## config.mk

```make
export PLATFORM = sky130hd
export DESIGN_NAME = odl_ram_loader
export DESIGN_NICKNAME = d
export VERILOG_FILES = /design/src/odl_pkg.sv /design/src/odl_display_ram.sv /design/src/odl_ram_loader.sv
export VERILOG_INCLUDE_DIRS = /design/src
export SDC_FILE = /design/constraint.sdc
export NUM_CORES = 2
export LEC_CHECK = 0
export BUFFER_PORTS_ARGS = -buffer_cell sky130_fd_sc_hd__buf_2
export CELL_PAD_IN_SITES_DETAIL_PLACEMENT = 0
export CELL_PAD_IN_SITES_GLOBAL_PLACEMENT = 1
export CORE_MARGIN = 2
export CORE_UTILIZATION = 44
export DETAILED_ROUTE_END_ITERATION = 12
export PLACE_DENSITY = 0.72
export SYNTH_ARGS = -nofsm -noshare
export SYNTH_HDL_FRONTEND = slang
export SYNTH_SLANG_ARGS = --single-unit
```

## constraint.sdc

```tcl
create_clock -name ref_clk -period 17.4 [get_ports ref_clk]
set_input_delay 0.87 -clock ref_clk [delete_from_list [all_inputs] [get_ports ref_clk]]
set_output_delay 0.87 -clock ref_clk [all_outputs]
set_load 0.01 [all_outputs]
```

## src/odl_map.svh

```systemverilog
// Constants for the display RAM loader: command codes, word fields,
// font geometry and reset values.
// Assumes it is included by bare name from each file that needs it.
`ifndef ODL_MAP_SVH
`define ODL_MAP_SVH

// ****************************************************************
// Command byte patterns
// ****************************************************************
`define ODL_CMD_BANK_TAG   6'h1e
`define ODL_CMD_ATTR_TAG   3'h0
`define ODL_CMD_PTR_HI_TAG 4'h2
`define ODL_CMD_PTR_LO_TAG 4'h3
`define ODL_BANK_ONE       2'h0
`define ODL_BANK_TWO       2'h2

// ****************************************************************
// Display word layout and reserved codes
// ****************************************************************
`define ODL_CHAR_MSB       12
`define ODL_CHAR_LSB       5
`define ODL_ATTR_MSB       4
`define ODL_GLYPH_LAST     8'hfc
`define ODL_CODE_TEST      8'hfd
`define ODL_CODE_LINE_BRK  8'hfe
`define ODL_CODE_SPACE     8'hff

// ****************************************************************
// Font geometry: 12 dots by 19 rows, row 0 only for joining
// ****************************************************************
`define ODL_FONT_COLS      12
`define ODL_FONT_ROWS      19
`define ODL_ROW_JOIN       5'h00
`define ODL_ROW_LAST       5'h12

// ****************************************************************
// Reset values
// ****************************************************************
`define ODL_PTR_RESET      8'h00
`define ODL_ATTR_RESET     5'h00
`define ODL_GLYPH_RESET    8'h00
`define ODL_BANK_RESET     2'h0

`endif

```

## src/odl_pkg.sv

```systemverilog
// Types shared by the display RAM loader.
// Assumes nothing of its surroundings.
package odl_pkg;

    typedef enum logic [1:0] {
        code_glyph,
        code_test,
        code_line_break,
        code_space
    } odl_code_e;

endpackage : odl_pkg

```

## src/odl_display_ram.sv

```systemverilog
// Display memory: one write port, one registered read port.
// Assumes both ports run on the same clock as the loader.
module odl_display_ram #(
    parameter int DEPTH = 256,
    parameter int WIDTH = 13,
    parameter int AW    = 8
) (
    input  wire logic             ref_clk,
    input  wire logic             reset,
    input  wire logic             wr_en,
    input  wire logic [AW-1:0]    wr_addr,
    input  wire logic [WIDTH-1:0] wr_data,
    input  wire logic             rd_en,
    input  wire logic [AW-1:0]    rd_addr,
    output logic      [WIDTH-1:0] rd_data_q,
    output logic                  rd_valid_q
);

    // Contents are not cleared at reset; software fills what it shows
    logic [WIDTH-1:0] mem [DEPTH];

    always_ff @(posedge ref_clk) begin
        if (wr_en) begin
            mem[wr_addr] <= wr_data;
        end
    end

    always_ff @(posedge ref_clk or posedge reset) begin
        if (reset) begin
            rd_data_q <= '0;
        end else if (rd_en) begin
            rd_data_q <= mem[rd_addr];
        end
    end

    always_ff @(posedge ref_clk or posedge reset) begin
        if (reset) begin
            rd_valid_q <= 1'b0;
        end else begin
            rd_valid_q <= rd_en;
        end
    end

endmodule : odl_display_ram

```

## src/odl_ram_loader.sv

```systemverilog
// Display RAM loader: command decode, staging registers, display
// memory, code decoding and the pixel output stage.
// Assumes commands arrive as one-cycle byte strobes from the serial
// command interpreter on ref_clk; scan inputs are on ref_clk too.
//
// Function
// - Display memory holds 256 words of 13 bits.
// - Word bits 12..5 hold the code, bits 4..0 its attributes.
// - Codes 00h to fch select one of 253 glyphs.
// - Glyph: bits 4..1 foreground colour, bit 0 blink enable.
// - Code fdh is test only, never an ordinary glyph.
// - Code feh shows transparent and starts the next line.
// - Line break bits 4..3 give next line character size.
// - Line break bits 2..1 give spacing between rows.
// - Line break bit 0 ends the screen early.
// - Code ffh shows one transparent cell.
// - Space bits 4..1 latch background colour for following cells.
// - Space bit 0 enables the recording marker for following cells.
// - In retrace colour, intensity, fast blank and marker are off.
// - Fonts are 12 by 19; rows 1..18 visible, row 0 joins.
// - Commands 3 and 4 load pointer high and low nibbles.
// - Command 2 loads five attribute bits for word bits 4..0.
// - Attribute bits 7..5 are unused and reserved.
// - Command 1 loads the glyph byte for word bits 12..5.
// - Commands 1 or 5 write attribute and glyph to memory.
// - Each memory write increments the pointer by one.
// - Attribute staging survives writes.
// - Marker stays on until a space code clears it.
`include "odl_map.svh"

module odl_ram_loader #(
    parameter int DEPTH = 256,
    parameter int AW    = 8
) (
    input  wire logic               ref_clk,
    input  wire logic               reset,
    input  wire logic               cmd_valid,
    input  wire logic [7:0]         cmd_byte,
    input  wire logic               rd_en,
    input  wire logic [AW-1:0]      rd_addr,
    input  wire logic [4:0]         scan_row,
    input  wire logic               join_mode,
    input  wire logic               pixel_dot,
    input  wire logic               blink_phase,
    input  wire logic               retrace,
    output logic      [AW-1:0]      ram_write_pointer_q,
    output logic                    cell_valid_q,
    output odl_pkg::odl_code_e      code_type_q,
    output logic      [7:0]         glyph_code_q,
    output logic      [3:0]         fg_colour_q,
    output logic                    blink_q,
    output logic                    transparent_q,
    output logic                    new_line_q,
    output logic                    end_of_screen_q,
    output logic      [1:0]         line_size_q,
    output logic      [1:0]         line_spacing_q,
    output logic      [3:0]         bg_colour_q,
    output logic                    marker_en_q,
    output logic      [12:0]        font_addr_q,
    output logic                    font_row_vis_q,
    output logic                    red_q,
    output logic                    green_q,
    output logic                    blue_q,
    output logic                    intensity_q,
    output logic                    fast_blank_output_q,
    output logic                    recording_marker_output_q
);

    // ****************************************************************
    // Command decode
    // ****************************************************************
    logic [1:0]  bank_q;
    logic [4:0]  attribute_staging_q;
    logic [7:0]  glyph_staging_q;
    logic        is_bank;
    logic        is_attr;
    logic        is_ptr_hi;
    logic        is_ptr_lo;
    logic        is_glyph1;
    logic        is_glyph2;
    logic        do_write;
    logic [7:0]  glyph_d;
    logic [12:0] wr_word;

    always_comb begin
        is_bank   = cmd_valid && cmd_byte[7:2] == `ODL_CMD_BANK_TAG;
        is_attr   = cmd_valid && !bank_q[0]
                    && cmd_byte[7:5] == `ODL_CMD_ATTR_TAG;
        is_ptr_hi = cmd_valid && bank_q == `ODL_BANK_ONE
                    && cmd_byte[7:4] == `ODL_CMD_PTR_HI_TAG;
        is_ptr_lo = cmd_valid && bank_q == `ODL_BANK_ONE
                    && cmd_byte[7:4] == `ODL_CMD_PTR_LO_TAG;
        is_glyph1 = cmd_valid && bank_q == `ODL_BANK_ONE && cmd_byte[7];
        is_glyph2 = cmd_valid && bank_q == `ODL_BANK_TWO && cmd_byte[7];
        do_write  = is_glyph1 || is_glyph2;
        // Bank two reaches the lower half of the code space
        glyph_d   = is_glyph2 ? {1'b0, cmd_byte[6:0]} : cmd_byte;
        wr_word   = {glyph_d, attribute_staging_q};
    end

    always_ff @(posedge ref_clk or posedge reset) begin
        if (reset) begin
            bank_q <= `ODL_BANK_RESET;
        end else if (is_bank) begin
            bank_q <= cmd_byte[1:0];
        end
    end

    // ****************************************************************
    // Staging registers
    // ****************************************************************
    // Only five bits are kept; the upper three are reserved
    always_ff @(posedge ref_clk or posedge reset) begin
        if (reset) begin
            attribute_staging_q <= `ODL_ATTR_RESET;
        end else if (is_attr) begin
            attribute_staging_q <= cmd_byte[4:0];
        end
    end

    always_ff @(posedge ref_clk or posedge reset) begin
        if (reset) begin
            glyph_staging_q <= `ODL_GLYPH_RESET;
        end else if (do_write) begin
            glyph_staging_q <= glyph_d;
        end
    end

    // Commands never collide: a byte matches one pattern only
    always_ff @(posedge ref_clk or posedge reset) begin
        if (reset) begin
            ram_write_pointer_q <= `ODL_PTR_RESET;
        end else if (is_ptr_hi) begin
            ram_write_pointer_q[7:4] <= cmd_byte[3:0];
        end else if (is_ptr_lo) begin
            ram_write_pointer_q[3:0] <= cmd_byte[3:0];
        end else if (do_write) begin
            // Natural overflow of the 8-bit pointer gives the wrap
            ram_write_pointer_q <= ram_write_pointer_q + 8'h01;
        end
    end

    // ****************************************************************
    // Display memory
    // ****************************************************************
    logic [12:0] rd_word;
    logic        rd_valid;

    odl_display_ram #(
        .DEPTH (DEPTH),
        .WIDTH (13),
        .AW    (AW)
    ) u_ram (
        .ref_clk    (ref_clk),
        .reset      (reset),
        .wr_en      (do_write),
        .wr_addr    (ram_write_pointer_q),
        .wr_data    (wr_word),
        .rd_en      (rd_en),
        .rd_addr    (rd_addr),
        .rd_data_q  (rd_word),
        .rd_valid_q (rd_valid)
    );

    // ****************************************************************
    // Code decode
    // ****************************************************************
    logic [7:0]         rd_char;
    logic [4:0]         rd_attr;
    odl_pkg::odl_code_e rd_type;

    always_comb begin
        rd_char = rd_word[`ODL_CHAR_MSB:`ODL_CHAR_LSB];
        rd_attr = rd_word[`ODL_ATTR_MSB:0];
        if (rd_char <= `ODL_GLYPH_LAST) begin
            rd_type = odl_pkg::code_glyph;
        end else if (rd_char == `ODL_CODE_TEST) begin
            rd_type = odl_pkg::code_test;
        end else if (rd_char == `ODL_CODE_LINE_BRK) begin
            rd_type = odl_pkg::code_line_break;
        end else begin
            rd_type = odl_pkg::code_space;
        end
    end

    always_ff @(posedge ref_clk or posedge reset) begin
        if (reset) begin
            cell_valid_q  <= 1'b0;
            code_type_q   <= odl_pkg::code_glyph;
            glyph_code_q  <= 8'h00;
            fg_colour_q   <= 4'h0;
            blink_q       <= 1'b0;
            transparent_q <= 1'b0;
        end else begin
            cell_valid_q <= rd_valid;
            if (rd_valid) begin
                code_type_q   <= rd_type;
                glyph_code_q  <= rd_char;
                // Non-glyph cells carry no foreground
                fg_colour_q   <= (rd_type == odl_pkg::code_glyph)
                                 ? rd_attr[4:1] : 4'h0;
                blink_q       <= rd_type == odl_pkg::code_glyph
                                 && rd_attr[0];
                transparent_q <= rd_type != odl_pkg::code_glyph;
            end
        end
    end

    // Line break: pulses for the cell, settings held for next line
    always_ff @(posedge ref_clk or posedge reset) begin
        if (reset) begin
            new_line_q      <= 1'b0;
            end_of_screen_q <= 1'b0;
            line_size_q     <= 2'h0;
            line_spacing_q  <= 2'h0;
        end else begin
            new_line_q      <= rd_valid
                               && rd_type == odl_pkg::code_line_break;
            end_of_screen_q <= rd_valid
                               && rd_type == odl_pkg::code_line_break
                               && rd_attr[0];
            if (rd_valid && rd_type == odl_pkg::code_line_break) begin
                line_size_q    <= rd_attr[4:3];
                line_spacing_q <= rd_attr[2:1];
            end
        end
    end

    // Space code settings persist until the next space code
    always_ff @(posedge ref_clk or posedge reset) begin
        if (reset) begin
            bg_colour_q <= 4'h0;
            marker_en_q <= 1'b0;
        end else if (rd_valid && rd_type == odl_pkg::code_space) begin
            bg_colour_q <= rd_attr[4:1];
            marker_en_q <= rd_attr[0];
        end
    end

    // ****************************************************************
    // Font row addressing
    // ****************************************************************
    // Row 0 is always addressed but visible only when two cells are stacked
    always_ff @(posedge ref_clk or posedge reset) begin
        if (reset) begin
            font_addr_q    <= 13'h0000;
            font_row_vis_q <= 1'b0;
        end else begin
            font_addr_q    <= {glyph_code_q, scan_row};
            font_row_vis_q <= scan_row <= `ODL_ROW_LAST
                              && (scan_row != `ODL_ROW_JOIN
                                  || join_mode);
        end
    end

    // ****************************************************************
    // Pixel output
    // ****************************************************************
    logic       dot_on;
    logic [3:0] pix_colour;

    always_comb begin
        // Blinking hides the glyph during the off phase
        dot_on = pixel_dot && font_row_vis_q && !transparent_q
                 && !(blink_q && blink_phase);
        pix_colour = dot_on ? fg_colour_q : bg_colour_q;
    end

    always_ff @(posedge ref_clk or posedge reset) begin
        if (reset) begin
            red_q                     <= 1'b0;
            green_q                   <= 1'b0;
            blue_q                    <= 1'b0;
            intensity_q               <= 1'b0;
            fast_blank_output_q       <= 1'b0;
            recording_marker_output_q <= 1'b0;
        end else if (retrace) begin
            red_q                     <= 1'b0;
            green_q                   <= 1'b0;
            blue_q                    <= 1'b0;
            intensity_q               <= 1'b0;
            fast_blank_output_q       <= 1'b0;
            recording_marker_output_q <= 1'b0;
        end else begin
            red_q                     <= pix_colour[3];
            green_q                   <= pix_colour[2];
            blue_q                    <= pix_colour[1];
            intensity_q               <= pix_colour[0];
            fast_blank_output_q       <= dot_on || bg_colour_q != 4'h0;
            recording_marker_output_q <= marker_en_q;
        end
    end

endmodule : odl_ram_loader

```

==> summary.txt <==
Logic synthesis
  • EDFF count, synth: 3,328
  • Top cells by count, synth: edfxtp_1 (3,328), mux2i_1 (706), mux4_2 (448), nor2_1 (287), clkbuf_1 (191)
  • Syn avg cell area: 20.3 µm²
  • Synth Area in Compound Gates: 4.52%
  • Post-synthesis sequential area ratio: 77.0%
  • Main synth FF type: edfxtp_1
  • Post-Synth XOR/XNOR Area: 0.0331%
  • Post-Syn Area: 0.132 mm²
  • FFs w/ async S/R, synth: 2.26%
  • Synth Area in Adders: 0.0378%
  • Yosys Warn Count: 0
  • Yosys cell types: 73
  • Mux contribution to synthesized area: 14.3%
  • Top post-synthesis cells by area: edfxtp_1 (76%), mux4_2 (7.6%), mux2i_1 (5.3%), dfrtp_1 (1.5%), o221ai_1 (0.90%)
  • Simple-Gate Fraction of Synth Area: 1.88%
  • Yosys top cell area share: 75.6%
  • Synth area leader: edfxtp_1
  • Synth Net Count: 6,540
  • Synth Instances: 6,507
  • Yosys reg bits: 3,405
  • Largest family of logic cells by synthesized area: multiplexers
  • Most numerous cell in the Yosys netlist: edfxtp_1

Drt
  • Met3 WL post-DR: 35,300 µm
  • DRC errors left: 0
  • Routed Antenna Nets: 0
  • Post-Route WL: 368,000 µm
  • Top sig layer: met5
  • Drt first pass iters: 5
  • Drt first-iter violations: 9,526
  • Met2 wire len: 175,000 µm
  • WL per Instance: 33.1 µm
  • Metal-1 WL: 143,000 µm
  • Total number of vias: 68.5k
  • DR vias/cell: 6.16

Setup path
  • Crit end category: flop
  • Slowest cell delay on critical path: 1070 ps
  • CP bufs+invs: 5
  • Top Family by Delay on Critical Path: buffers and inverters
  • CP dominant cell by count: buf_4
  • Arrival @ worst endpoint: 6780 ps
  • R2R Path Start: ram_write_pointer_q[3]$_DFFE_PP0P_
  • Critical Path Source: rd_addr[0]
  • CP max FO: 113
  • Crit-path cells: buf_12, buf_12, buf_4, buf_4, buf_4, mux4_2, o21ai_1, a2111oi_1, o211ai_1, o221ai_1
  • Worst Path Required: 18,200 ps
  • Slowest CP cell: a2111oi_1
  • WS Path Type: input pin to flop
  • CP Launch Type: input pin

Global routing
  • Initial antenna violation count: 14
  • Vias in the first global route: 67.5k
  • First-pass GRT wire length: 516,000 µm
  • Grt ovf: 0
  • Total GRT Usage: 23.6%
  • Largest net degree at the start of global routing: 114

Worst hold path
  • HP Class: input pin to flop
  • Hold Path Origin: scan_row[2]

Timing
  • Max Fclk: 0.167 GHz
  • Worst Slack Setup Final: 11,420 ps
  • Unrepaired setup endpoints after global routing: no
  • Final clock skew: 73.9 ps
  • Final worst path period share: 34.4%
  • Setup_tns: 0 ps
  • Hold Violations, Final: 0
  • Tmin final: 5980 ps
  • WHS: 95.1 ps
  • Setup violations, final: 0
  • Slew headroom: 9.50%
  • Slew @ Worst Pin: 1320 ps
  • Final Max Tran Viols: 0

Die
  • Die W: 552 µm
  • Total die area: 0.305 mm²
  • Io pins: 85
  • Cell Rows: 201
  • CORE AREA: 0.300 mm²
  • Initial Util: 44.2%
  • Die Ht: 552 µm

Clock network
  • Worst-Skew Late Latency: 920 ps
  • Hold-fix buffers at CTS: 0
  • Total clock sinks: 3,405
  • Clk buf depth: 4
  • Total CTS buffers: 347
  • Clock transition at path regs: 60 ps
  • Postcts setup bufs: 0
  • Clock tree from TritonCTS: built
  • Cts repair resizes: 0
  • Clock root buffer: clkbuf_16
  • CTS H-tree lvls: 5

Final layout
  • Synth-to-Final Area Change: 12.5%
  • Design area: 0.149 mm²
  • Non-filler cells, final: 11.1k
  • Register area: 0.102 mm²
  • Fillers: 23.7k
  • Nets: 6,920
  • Fraction of layout cells with a size suffix above 1: 21.4%
  • Multi-input logic area: 0.0279 mm²
  • Final core occ: 49.7%

Pwr
  • Power, Total: 17.7 mW
  • Pleak: 48.3 nW
  • PD cells: 119 mW/mm²
  • Max rail drop VDD: 0.133 mV

Placed design
  • Placed cells: 10.5k
  • Setup Slack @ Placement: 10,470 ps
  • Post-DP HPWL: 222,000 µm
  • Area post-placement: 0.138 mm²
  • RD Place Congestion: 0.858
  • Port bufs: 84

Job
  • Max cap viols: 0

Run status
  • Status: complete, no violations
worst register-to-register path: cells and delay by family, from the launching register on:
family	cells	cell delay, ps
buf+inv	1	530
flops	1	690
simple gates	4	2520
cell usage in the layout (no fill, tap or decap), drive strengths merged, types with 79 or more instances in the layout:
| cell | n |
|---|---|
| a21oi | 97 |
| a221oi | 97 |
| buf | 426 |
| clkinv | 140 |
| o221ai | 138 |
| mux4 | 489 |
| mux2i | 706 |
| clkbuf | 423 |
| o22ai | 190 |
| a211oi | 79 |
| nand2 | 110 |
| o21ai | 115 |
| nor2 | 288 |
| edfxtp | 3328 |
routing by layer:
layer  track usage (%)  vias to the layer above
li1                  -                    27900
met1              32.5                    36300
met2              37.7                     3674
met3              4.72                      603
met4              8.06                        8
met5                 0                        -
sequential cells by signal, summed over array words and instances (netlist names), 2 cells and up:
register	cells
u_ram.mem	3328
font_addr_q	13
u_ram.rd_data_q	13
glyph_code_q	8
ram_write_pointer_q	8
attribute_staging_q	5
bg_colour_q	4
fg_colour_q	4
bank_q	2
code_type_q	2
line_size_q	2
line_spacing_q	2
cells by family after synthesis:
| kind of cell | count (synthesis) |
|---|---|
| AO/OA/AOI/OAI | 842 |
| XOR/XNOR | 5 |
| adder cells (fa/ha/maj) | 4 |
| buffers and inverters | 428 |
| flip-flops | 3405 |
| multiplexers | 1260 |
| AND/OR/NAND/NOR | 563 |
layout make-up:
type,count,share of cell area [%]
diodes,2,0.00336
clock buffers,423,6.11
clock inverters,186,1.13
inverters,33,0.0900
multi-input cells,2674,18.7
flip-flops and latches,3405,68.5
well taps,3958,3.33
repair buffers,426,2.11
power breakdown:
group	internal (mW)	switching, mW	leakage, nW	total (mW)
Sequential	9.24	0.114	30.9	9.35
Combinational	0.305	0.901	12.1	1.21
Clock	4.08	3.09	5.25	7.18
path summary, 6_finish.rpt:
| kind | endpoint | slack, ps | depth (start not counted) |
|---|---|---|---|
| worst max-delay path | u_ram.rd_data_q[3]$_DFFE_PP0P_ | 11420 | 10 |
| worst min-delay path | font_addr_q[2]$_DFF_PP0_ | 100 | 1 |
| worst max register to register | u_ram.mem[139][10]$_DFFE_PP_ | 13270 | 5 |
| worst min register to register | font_addr_q[6]$_DFF_PP0_ | 390 | 0 |
| max in group asynchronous | bg_colour_q[1]$_DFFE_PP0P_ | 16200 | 3 |
| min in group asynchronous | u_ram.rd_data_q[7]$_DFFE_PP0P_ | 120 | 2 |
Power figures use the tool's default switching activity.
